File: src/oag_map.svh
// oag_map.svh: named offsets, field positions, reset values and address pieces
// assumes inclusion by the operand address generator module only
`ifndef OAG_MAP_SVH
`define OAG_MAP_SVH
// register byte offsets on the apb slave
`define OAG_REG_CTRL     8'h00
`define OAG_REG_SP       8'h04
`define OAG_REG_STAT     8'h08
`define OAG_REG_LAST     8'h0c
// field positions
`define OAG_CTRL_LOC     0
`define OAG_CTRL_BANK_LO 1
`define OAG_CTRL_BANK_HI 3
`define OAG_STAT_BUSY    0
`define OAG_STAT_ERR     1
// reset values
`define OAG_CTRL_RST     4'h0
`define OAG_SP_RST       24'h000000
`define OAG_PTR_RST      24'h000000
`define OAG_WORD_ZERO    32'h00000000
// address pieces
`define OAG_LOC_LOW      4'h0
`define OAG_LOC_HIGH     4'hf
`define OAG_TOP_ZERO     4'h0
`define OAG_FILL_ONES    6'h3f
`define OAG_MID_ONE      2'b10
`define OAG_MID_TWO      2'b01
`define OAG_MID_TWO_SFR  2'b11
`define OAG_SFR_PAGE     8'hff
`define OAG_SFR_SPLIT    8'h20
`define OAG_P16_MAX_ONE  8'hfe
`define OAG_P16_MAX_TWO  8'h1e
`define OAG_G24_MAX_ONE  8'hfd
`define OAG_IND_TOP      8'h00
`define OAG_SHORT_TOP    8'hff
`define OAG_HI_WRAP      16'hfe00
`define OAG_ONE24        24'h000001
`define OAG_ONE16        16'h0001
// data sizes, pointer selectors and fetch counts
`define OAG_SIZE_NONE    2'h0
`define OAG_SIZE_TWO     2'h2
`define OAG_SIZE_THREE   2'h3
`define OAG_SEL_FOUR     2'h0
`define OAG_SEL_USER     2'h1
`define OAG_SEL_SIX      2'h2
`define OAG_SEL_SEVEN    2'h3
`define OAG_CNT_ZERO     2'h0
`define OAG_CNT_ONE      2'h1
`define OAG_LAST16       2'h1
`define OAG_LAST24       2'h2
`endif

File: src/oag_pkg.sv
// oag_pkg.sv: types of the operand address generator
// assumes oag_map.svh holds every number
package oag_pkg;
	typedef enum logic [3:0] {
		OAG_DIRECT24, OAG_SHORT, OAG_SFR, OAG_IND16, OAG_IND24,
		OAG_PUSH, OAG_POP, OAG_UPUSH, OAG_UPOP, OAG_REGIND
	} oag_mode_type;
	typedef enum logic [1:0] {OAG_STEP_NONE, OAG_STEP_INC, OAG_STEP_DEC} oag_step_type;
	typedef enum logic [1:0] {OAG_IDLE, OAG_FETCH} oag_state_type;
endpackage : oag_pkg

File: src/oag_operand_address_generator.sv
// oag_operand_address_generator.sv: operand effective-address generation with apb control
// assumes one clock, decoder and memory read port on that clock, apb master on it too
// Function
// - direct24 uses immediate unchanged as address
// - low setting maps short offsets into fd20-ff1f
// - high setting adds f0000 to short addresses
// - middle bits 10, 01 or 11 by class
// - word high byte after fdff is fe00
// - word to ff1e, three bytes to fefd
// - sfr mode offsets 256-byte window at ff00
// - low 32 sfr bytes only via short
// - ind16 reads two bytes, top byte zero
// - ind24 reads three bytes fd20-fefd as address
// - system stack pointer or user pointer by op
// - push pair decrements stack pointer by two
// - register indirect uses banked 24-bit pointer
// - post step by size up or down
// - restricted class allows limited pointer forms
`timescale 1ns/1ps
`include "oag_map.svh"
module oag_operand_address_generator (
	input  wire logic                 clk_sys,
	input  wire logic                 rst_n,
	input  wire logic [7:0]           paddr,
	input  wire logic                 psel,
	input  wire logic                 penable,
	input  wire logic                 pwrite,
	input  wire logic [31:0]          pwdata,
	output logic      [31:0]          prdata,
	output logic                      pready,
	output logic                      pslverr,
	input  wire logic                 reqValid,
	input  wire oag_pkg::oag_mode_type reqMode,
	input  wire logic [23:0]          reqImm,
	input  wire logic                 reqClassTwo,
	input  wire logic [1:0]           reqSize,
	input  wire logic [1:0]           reqPtrSel,
	input  wire oag_pkg::oag_step_type reqStep,
	input  wire logic                 reqRestricted,
	output logic                      reqReady,
	input  wire logic                 ptrWrEn,
	input  wire logic [1:0]           ptrWrSel,
	input  wire logic [23:0]          ptrWrData,
	output logic                      memRdReq,
	output logic      [23:0]          memRdAddr,
	input  wire logic                 memRdAck,
	input  wire logic [7:0]           memRdData,
	output logic                      opValid,
	output logic      [23:0]          opAddr,
	output logic      [23:0]          opHiAddr,
	output logic                      opError
);
	import oag_pkg::*;

	logic [1:0]    rstSync_r;
	logic          rstn;
	logic [3:0]    ctrl_r, ctrl_nxt;
	logic [23:0]   sp_r, sp_nxt, last_r, last_nxt;
	logic          err_r, err_nxt;
	logic [31:0]   prdata_r, prdata_nxt;
	logic          pready_r, pready_nxt, pslverr_r, pslverr_nxt;
	oag_state_type state_r, state_nxt;
	logic [1:0]    cnt_r, cnt_nxt, need_r, need_nxt;
	logic [15:0]   gather_r, gather_nxt;
	logic          memRdReq_r, memRdReq_nxt, reqReady_r, reqReady_nxt;
	logic [23:0]   memRdAddr_r, memRdAddr_nxt;
	logic          opValid_r, opValid_nxt, opError_r, opError_nxt;
	logic [23:0]   opAddr_r, opAddr_nxt, opHiAddr_r, opHiAddr_nxt;
	logic [23:0]   ptrFile_r [0:31];
	logic          ptrWe;
	logic [4:0]    ptrWIdx;
	logic [23:0]   ptrWData;
	logic          apbWrite, apbRead, ctrlWr, spWr, errClr;
	logic [3:0]    locNib;
	logic [2:0]    bank;
	logic [7:0]    imm8;
	logic          sfrSide, accept, rangeErr, indErr, restrictOk, reqErr;
	logic [1:0]    mid;
	logic [23:0]   shortAddr, sfrAddr, sizeExt, ptrVal, userVal;
	logic [23:0]   ptrStepUp, ptrStepDn, userStepUp, userStepDn, spStepUp, spStepDn;
	logic [4:0]    ptrIdx, userIdx;

	// reset release through two flip-flops
	always_ff @(posedge clk_sys or negedge rst_n) begin
		if (!rst_n) begin
			rstSync_r <= 2'b00;
		end else begin
			rstSync_r <= {rstSync_r[0], 1'b1};
		end
	end
	assign rstn = rstSync_r[1];

	// address pieces from location setting and short offset
	assign locNib    = ctrl_r[`OAG_CTRL_LOC] ? `OAG_LOC_HIGH : `OAG_LOC_LOW;
	assign bank      = ctrl_r[`OAG_CTRL_BANK_HI:`OAG_CTRL_BANK_LO];
	assign imm8      = reqImm[7:0];
	assign sfrSide   = reqClassTwo && (imm8 < `OAG_SFR_SPLIT);
	assign mid       = !reqClassTwo ? `OAG_MID_ONE : (sfrSide ? `OAG_MID_TWO_SFR : `OAG_MID_TWO);
	assign shortAddr = {`OAG_TOP_ZERO, locNib, `OAG_FILL_ONES, mid, imm8};
	assign sfrAddr   = {`OAG_TOP_ZERO, locNib, `OAG_SFR_PAGE, imm8};

	// banked pointer reads and wrapping steps
	assign ptrIdx     = {bank, reqPtrSel};
	assign userIdx    = {bank, `OAG_SEL_USER};
	assign ptrVal     = ptrFile_r[ptrIdx];
	assign userVal    = ptrFile_r[userIdx];
	assign sizeExt    = 24'(reqSize);
	assign ptrStepUp  = ptrVal + sizeExt;
	assign ptrStepDn  = ptrVal - sizeExt;
	assign userStepUp = userVal + sizeExt;
	assign userStepDn = userVal - sizeExt;
	assign spStepUp   = sp_r + sizeExt;
	assign spStepDn   = sp_r - sizeExt;

	// request checks
	always_comb begin
		rangeErr = 1'b0;
		if (reqSize == `OAG_SIZE_TWO) begin
			rangeErr = reqClassTwo ? (sfrSide && imm8 > `OAG_P16_MAX_TWO) : (imm8 > `OAG_P16_MAX_ONE);
		end else if (reqSize == `OAG_SIZE_THREE) begin
			rangeErr = reqClassTwo ? sfrSide : (imm8 > `OAG_G24_MAX_ONE);
		end
		indErr = sfrSide || (!reqClassTwo && imm8 > `OAG_G24_MAX_ONE);
		if (reqMode == OAG_IND16) begin
			indErr = sfrSide || (!reqClassTwo && imm8 > `OAG_P16_MAX_ONE);
		end
		restrictOk = (reqPtrSel == `OAG_SEL_SIX) || (reqPtrSel == `OAG_SEL_SEVEN && reqStep == OAG_STEP_NONE);
		reqErr = (reqSize == `OAG_SIZE_NONE) || (reqRestricted && !restrictOk);
		case (reqMode)
			OAG_SHORT: reqErr = reqErr || rangeErr;
			OAG_SFR: reqErr = reqErr || (imm8 < `OAG_SFR_SPLIT);
			OAG_IND16, OAG_IND24: reqErr = reqErr || indErr;
			OAG_REGIND: reqErr = reqErr || (reqStep != OAG_STEP_NONE && reqPtrSel == `OAG_SEL_USER);
			default: reqErr = reqErr;
		endcase
	end
	assign accept = reqValid && reqReady_r && (state_r == OAG_IDLE);

	// address generation, stack and pointer updates, indirect fetch
	always_comb begin
		state_nxt     = state_r;
		cnt_nxt       = cnt_r;
		need_nxt      = need_r;
		gather_nxt    = gather_r;
		memRdReq_nxt  = memRdReq_r;
		memRdAddr_nxt = memRdAddr_r;
		reqReady_nxt  = reqReady_r;
		opValid_nxt   = 1'b0;
		opError_nxt   = 1'b0;
		opAddr_nxt    = opAddr_r;
		sp_nxt        = spWr ? pwdata[23:0] : sp_r;
		ptrWe         = ptrWrEn;
		ptrWIdx       = {bank, ptrWrSel};
		ptrWData      = ptrWrData;
		case (state_r)
			OAG_IDLE: begin
				reqReady_nxt = 1'b1;
				if (accept) begin
					opValid_nxt = 1'b1;
					opError_nxt = reqErr;
					case (reqMode)
						OAG_DIRECT24: opAddr_nxt = reqImm;
						OAG_SHORT: opAddr_nxt = shortAddr;
						OAG_SFR: opAddr_nxt = sfrAddr;
						OAG_IND16, OAG_IND24: begin
							opAddr_nxt = shortAddr;
							if (!reqErr) begin
								opValid_nxt   = 1'b0;
								state_nxt     = OAG_FETCH;
								reqReady_nxt  = 1'b0;
								memRdReq_nxt  = 1'b1;
								memRdAddr_nxt = shortAddr;
								cnt_nxt       = `OAG_CNT_ZERO;
								need_nxt      = (reqMode == OAG_IND16) ? `OAG_LAST16 : `OAG_LAST24;
							end
						end
						OAG_PUSH: begin
							opAddr_nxt = spStepDn;
							if (!reqErr) begin
								sp_nxt = spStepDn;
							end
						end
						OAG_POP: begin
							opAddr_nxt = sp_r;
							if (!reqErr) begin
								sp_nxt = spStepUp;
							end
						end
						OAG_UPUSH: begin
							opAddr_nxt = userStepDn;
							if (!reqErr) begin
								ptrWe    = 1'b1;
								ptrWIdx  = userIdx;
								ptrWData = userStepDn;
							end
						end
						OAG_UPOP: begin
							opAddr_nxt = userVal;
							if (!reqErr) begin
								ptrWe    = 1'b1;
								ptrWIdx  = userIdx;
								ptrWData = userStepUp;
							end
						end
						OAG_REGIND: begin
							opAddr_nxt = ptrVal;
							if (!reqErr && reqStep != OAG_STEP_NONE) begin
								ptrWe    = 1'b1;
								ptrWIdx  = ptrIdx;
								ptrWData = (reqStep == OAG_STEP_INC) ? ptrStepUp : ptrStepDn;
							end
						end
						default: opError_nxt = 1'b1;
					endcase
				end
			end
			OAG_FETCH: begin
				if (memRdReq_r && memRdAck) begin
					if (cnt_r == need_r) begin
						memRdReq_nxt = 1'b0;
						state_nxt    = OAG_IDLE;
						reqReady_nxt = 1'b1;
						opValid_nxt  = 1'b1;
						if (need_r == `OAG_LAST16) begin
							opAddr_nxt = {`OAG_IND_TOP, memRdData, gather_r[7:0]};
						end else begin
							opAddr_nxt = {memRdData, gather_r};
						end
					end else begin
						if (cnt_r == `OAG_CNT_ZERO) begin
							gather_nxt[7:0] = memRdData;
						end else begin
							gather_nxt[15:8] = memRdData;
						end
						cnt_nxt       = cnt_r + `OAG_CNT_ONE;
						memRdAddr_nxt = {memRdAddr_r[23:16], memRdAddr_r[15:0] + `OAG_ONE16};
					end
				end
			end
			default: state_nxt = OAG_IDLE;
		endcase
		opHiAddr_nxt = opAddr_nxt + `OAG_ONE24;
		last_nxt     = opValid_nxt ? opAddr_nxt : last_r;
		err_nxt      = (err_r && !errClr) || (opValid_nxt && opError_nxt);
	end

	// apb slave: one wait state, writes land on the edge with pready high
	always_comb begin
		pready_nxt  = psel && penable && !pready_r;
		apbWrite    = psel && penable && pready_r && pwrite && !pslverr_r;
		apbRead     = psel && penable && !pready_r && !pwrite;
		prdata_nxt  = `OAG_WORD_ZERO;
		pslverr_nxt = 1'b0;
		ctrlWr      = apbWrite && paddr == `OAG_REG_CTRL;
		spWr        = apbWrite && paddr == `OAG_REG_SP;
		errClr      = apbWrite && paddr == `OAG_REG_STAT && pwdata[`OAG_STAT_ERR];
		ctrl_nxt    = ctrlWr ? pwdata[3:0] : ctrl_r;
		if (pready_nxt) begin
			case (paddr)
				`OAG_REG_CTRL: prdata_nxt[3:0] = ctrl_r;
				`OAG_REG_SP: prdata_nxt[23:0] = sp_r;
				`OAG_REG_STAT: begin
					prdata_nxt[`OAG_STAT_BUSY] = (state_r != OAG_IDLE);
					prdata_nxt[`OAG_STAT_ERR]  = err_r;
				end
				`OAG_REG_LAST: prdata_nxt[23:0] = last_r;
				default: pslverr_nxt = 1'b1;
			endcase
			if (!apbRead) begin
				prdata_nxt = `OAG_WORD_ZERO;
			end
		end
	end

	// state registers
	always_ff @(posedge clk_sys or negedge rstn) begin
		if (!rstn) begin
			ctrl_r      <= `OAG_CTRL_RST;
			sp_r        <= `OAG_SP_RST;
			last_r      <= `OAG_SP_RST;
			err_r       <= 1'b0;
			prdata_r    <= `OAG_WORD_ZERO;
			pready_r    <= 1'b0;
			pslverr_r   <= 1'b0;
			state_r     <= OAG_IDLE;
			cnt_r       <= `OAG_CNT_ZERO;
			need_r      <= `OAG_CNT_ZERO;
			gather_r    <= 16'h0000;
			memRdReq_r  <= 1'b0;
			memRdAddr_r <= `OAG_SP_RST;
			reqReady_r  <= 1'b0;
			opValid_r   <= 1'b0;
			opError_r   <= 1'b0;
			opAddr_r    <= `OAG_SP_RST;
			opHiAddr_r  <= `OAG_SP_RST;
		end else begin
			ctrl_r      <= ctrl_nxt;
			sp_r        <= sp_nxt;
			last_r      <= last_nxt;
			err_r       <= err_nxt;
			prdata_r    <= prdata_nxt;
			pready_r    <= pready_nxt;
			pslverr_r   <= pslverr_nxt;
			state_r     <= state_nxt;
			cnt_r       <= cnt_nxt;
			need_r      <= need_nxt;
			gather_r    <= gather_nxt;
			memRdReq_r  <= memRdReq_nxt;
			memRdAddr_r <= memRdAddr_nxt;
			reqReady_r  <= reqReady_nxt;
			opValid_r   <= opValid_nxt;
			opError_r   <= opError_nxt;
			opAddr_r    <= opAddr_nxt;
			opHiAddr_r  <= opHiAddr_nxt;
		end
	end

	// banked pointer file, eight banks of four 24-bit pointers
	always_ff @(posedge clk_sys or negedge rstn) begin
		if (!rstn) begin
			for (int i = 0; i < 32; i++) begin
				ptrFile_r[i] <= `OAG_PTR_RST;
			end
		end else if (ptrWe) begin
			ptrFile_r[ptrWIdx] <= ptrWData;
		end
	end

	// outputs straight from flip-flops
	assign prdata    = prdata_r;
	assign pready    = pready_r;
	assign pslverr   = pslverr_r;
	assign reqReady  = reqReady_r;
	assign memRdReq  = memRdReq_r;
	assign memRdAddr = memRdAddr_r;
	assign opValid   = opValid_r;
	assign opAddr    = opAddr_r;
	assign opHiAddr  = opHiAddr_r;
	assign opError   = opError_r;
endmodule : oag_operand_address_generator

File: config.mk
export PLATFORM = sky130hd
export DESIGN_NAME = oag_operand_address_generator
export DESIGN_NICKNAME = d
export VERILOG_FILES = /design/src/oag_pkg.sv /design/src/oag_operand_address_generator.sv
export VERILOG_INCLUDE_DIRS = /design/src
export SDC_FILE = /design/constraint.sdc
export NUM_CORES = 2
export LEC_CHECK = 0
export ABC_AREA = 0
export BUFFER_PORTS_ARGS = -buffer_cell sky130_fd_sc_hd__clkbuf_2
export CORE_MARGIN = 4
export CORE_UTILIZATION = 35
export DETAILED_ROUTE_END_ITERATION = 16
export PLACE_DENSITY_LB_ADDON = 0.1
export REMOVE_ABC_BUFFERS = 1
export SLEW_MARGIN = 15
export SYNTH_ARGS = -nofsm -noshare
export SYNTH_HDL_FRONTEND = slang
export SYNTH_SLANG_ARGS = --single-unit
File: constraint.sdc
create_clock -name clk_sys -period 32.9 [get_ports clk_sys]
set_input_delay 3.29 -clock clk_sys [delete_from_list [all_inputs] [get_ports clk_sys]]
set_output_delay 3.29 -clock clk_sys [all_outputs]
set_load 0.01 [all_outputs]
==> implementation parameters <==
Parameter                              Value

Run status
  Status    complete, no violations

Clocking
  TritonCTS buffer count    107
  Worst-case clock buffer depth    3
  Worst-path clk slew    0.06 ns
  Cell at the root of the clock tree    sky130_fd_sc_hd__clkbuf_16
  TritonCTS Sinks    938
  PostCTS Resize Cnt    0
  Number of setup buffers added after CTS    0
  Number of buffers inserted by hold repair at cts    0
  Clock tree from TritonCTS    yes
  Clock latency on the worst-skew pair    0.75 ns
  Depth of the CTS H-tree    3

Worst setup path
  Kind of start point of the critical path    input pin
  Req. time, crit path    33.44 ns
  Kind of end point of the critical path    flip-flop
  Worst reg2reg path startpoint    ctrl_r[3]
  Worst-path maximum fanout    52
  Top delay family on crit path    compound AO/OA/AOI/OAI gates
  Buffer and inverter count on the worst path    2
  Critical path start-end classification    in -> reg
  Critical Path Max Stage Delay    0.87 ns
  Register-to-register setup slack    25.43 ns
  Data arrival time at the worst-slack endpoint    10.07 ns
  Depth of the most critical reg-to-reg path    18
  Crit Reg-Reg Endpoint    ptrFile_r[22]
  Series of cell instances along the critical path    buf_8, buf_4, mux2i_1, o22ai_1, nor4_1, o211ai_1, ha_1, fa_1, a21o_1, a21oi_1, o22ai_1, o21ai_0, nand3_1, a31oi_1, a31oi_1, nand3_1, a41o_1, o21ai_0
  Slowest cell on crit path    sky130_fd_sc_hd__a41o_1

Synthesis
  Top-area cell type share of the netlist area    48.0%
  Synthesized instance count    5012
  Yosys top cell by area    sky130_fd_sc_hd__dfrtp_1
  Synthesized area    48900 um2
  FFs w/ async S/R, synth    100%
  Syn Area/Cell    9.76 um2
  Cell variety after synth    104
  EDFF count, synth    0
  Register bit count reported by yosys    938
  Prevailing post-synth register cell    sky130_fd_sc_hd__dfrtp_1
  Yosys warnings    0
  Leading post-synthesis cells by cell area    sky130_fd_sc_hd__dfrtp_1 48%, sky130_fd_sc_hd__mux2i_1 6.5%, sky130_fd_sc_hd__nand2_1 6.5%
  Sequential cell area fraction in the yosys report    48.0%

Timing
  Accumulated negative setup slack    0 ns
  Worst slew margin relative to its limit    18.0%
  Final period utilization    29.0%
  F_max    0.105 GHz
  Setup repair after global routing missed its margin    false
  Shortest clock period the worst path allows after layout    9.53 ns
  Worst setup margin    23.37 ns
  Fin. max-slew vios    0
  Slew at the pin with the worst max-slew slack    1.23 ns
  Clock skew    0.0531 ns
  Number of hold-slack violations in the final timing report    0
  Endpoints failing setup    0

GRT
  Final global-route overflow total    0
  Wire length of the first global-routing pass    296000 um
  Aggregate global-route resource usage    27.7%
  Via count of the first global-routing pass    39.6k
  Number of antenna violations at the first check in global routing    1
  Pin count of the biggest net entering global routing    151

Routing
  Mean number of vias per cell    5.74
  Wirelength, routed    205000 um
  Vias after detailed routing    40.4k
  First-iteration detailed-routing DRC count    3509
  Number of antenna-violating nets in the routed design    0
  First-pass DRT Iterations    5
  Remaining design rule violation count    0
  Average detailed-routed wire length per instance    29.2 um

Power
  Cell leakage power    24.9 nW
  VDD IR-drop max    0.0449 mV
  Overall power of the completed layout    3.31 mW
  Total power density per cell area    59.6 nW/um2

Cells and area
  Proportion of layout cells with a drive suffix above 1    17.4%
  Most common cell after layout, fill and taps aside    sky130_fd_sc_hd__dfrtp_1
  Layout overhead on the synthesized area    13.8%
  Count of nets after finishing    5245
  Final standard cell count with taps included and fillers excluded    7037
  Fill cells    13.9k
  Most frequent cells in the layout    934 x sky130_fd_sc_hd__dfrtp_1, 844 x sky130_fd_sc_hd__nand2_1, 541 x sky130_fd_sc_hd__o21ai_0

Worst hold path
  Cell depth of the worst hold path    0
  Worst min-delay path endpoint    rstSync_r[1]
  Startpoint of the worst hold path    rstSync_r[0]
  Hold crit path type    reg -> reg

Place
  HPWL Detailed    141000 um
  Number of buffer cells added on primary ports    207
  Worst slack at placement    22.73 ns
  RePlAce Congestion    0.934
  Placed insts    6839

Die
  Effective utilization at floorplan    35.4%
  Std-Cell Rows    136
  Chip Width    382 um
  Die area    146000 um2
  Overall die height    382 um
  I/O Pins    228
  Core region area    138000 um2

Run
  Number of violations of the max-capacitance limit    0
[registers in the layout (all words and copies together), names as in the netlist]
name and count:
err_r 1, prdata 24, gather_r 16, cnt_r 2, rstSync_r 2, opValid 1, memRdAddr 17, pslverr 1
opError 1, sp_r 24, ctrl_r 4, last_r 24, need_r 2, memRdReq 1, opHiAddr 24, reqReady 1
pready 1, ptrFile_r 768, opAddr 24
[layer usage]
layer / global-route usage (%) / share of wire, % / wire (um)
met1: 37.8 / 43 / 89300
met2: 44.4 / 46 / 94500
met3: 3.97 / 6.2 / 12700
met4: 11.1 / 4.3 / 8750
met5: 0 / 0 / 0
[synth_stat cells, drive strengths merged, types with 10 or more instances]
cell type / instances
nor2b: 23
a221oi: 22
nor2: 356
xor2: 42
a32oi: 11
mux2: 139
a21o: 19
nand2b: 13
o21ai: 549
a21oi: 265
nand2: 844
nor3: 57
o211ai: 20
inv: 47
nor4: 41
o21a: 11
ha: 37
clkbuf: 280
xnor2: 68
dfrtp: 938
nand4: 41
and2: 20
or4: 12
nand4bb: 10
nand3: 86
buf: 145
mux2i: 319
o31ai: 13
a31oi: 49
or3: 14
o22ai: 132
a211oi: 20
or2: 21
a221o: 14
a22oi: 44
mux4: 93
and3: 31
[power breakdown]
group,leakage (nW),internal [mW],switching [mW]
logic,10.5,0.256,0.447
clock network,1.78,0.716,0.524
registers,12.6,1.26,0.110
total,24.9,2.23,1.08
[how the worst max path moves through the flow]
stage | from | endpoint | slack [ns] | cells past startpoint
final | reqPtrSel[0] | ptrFile_r[22] | 23.37 | 18
after global routing | reqPtrSel[0] | ptrFile_r[382] | 22.96 | 18
after CTS | reqPtrSel[0] | ptrFile_r[22] | 23.49 | 18
after detailed placement | reqPtrSel[0] | ptrFile_r[22] | 22.73 | 18
after global placement | reqPtrSel[0] | ptrFile_r[454] | 22.75 | 18
after floorplan | rstSync_r[1] | cnt_r[0] | 4.82 | 0
[per-stage QoR]
stage	hold slack, ns	area (um2)	utilization [%]
final	0.349	55600	40.3
after floorplan	0.331	47000	-
after CTS	0.350	55600	40.3
after global routing	0.367	55600	40.3
after global placement	0.333	52000	37.6
after detailed placement	0.337	52000	37.6
[area by class of cell]
class                      count  area [um2]  area share [%]
clock inverter                36         477           0.857
antenna                        2        5.00         0.00900
multi-input combinational   3613       23600            42.5
sequential                   938       23500            42.2
tap                         1863        2330            4.19
timing repair buffer         378        2380            4.28
inverter                      47         176           0.317
clock buffer                 160        3140            5.64
[kinds of logic (layout without fill, tap and decap cells)]
kind of cell	after synthesis	after routing	share of synthesized area [%]
simple gates	1622	1622	15.0
compound gates	1275	1275	15.6
flops	938	938	48.0
mux	551	551	14.0
buf+inv	472	621	4.31
xor+xnor	110	110	1.97
fa+ha+maj	42	42	1.15
other cells	2	15	0.0154
Note: power is estimated with default switching activity, not from simulation.
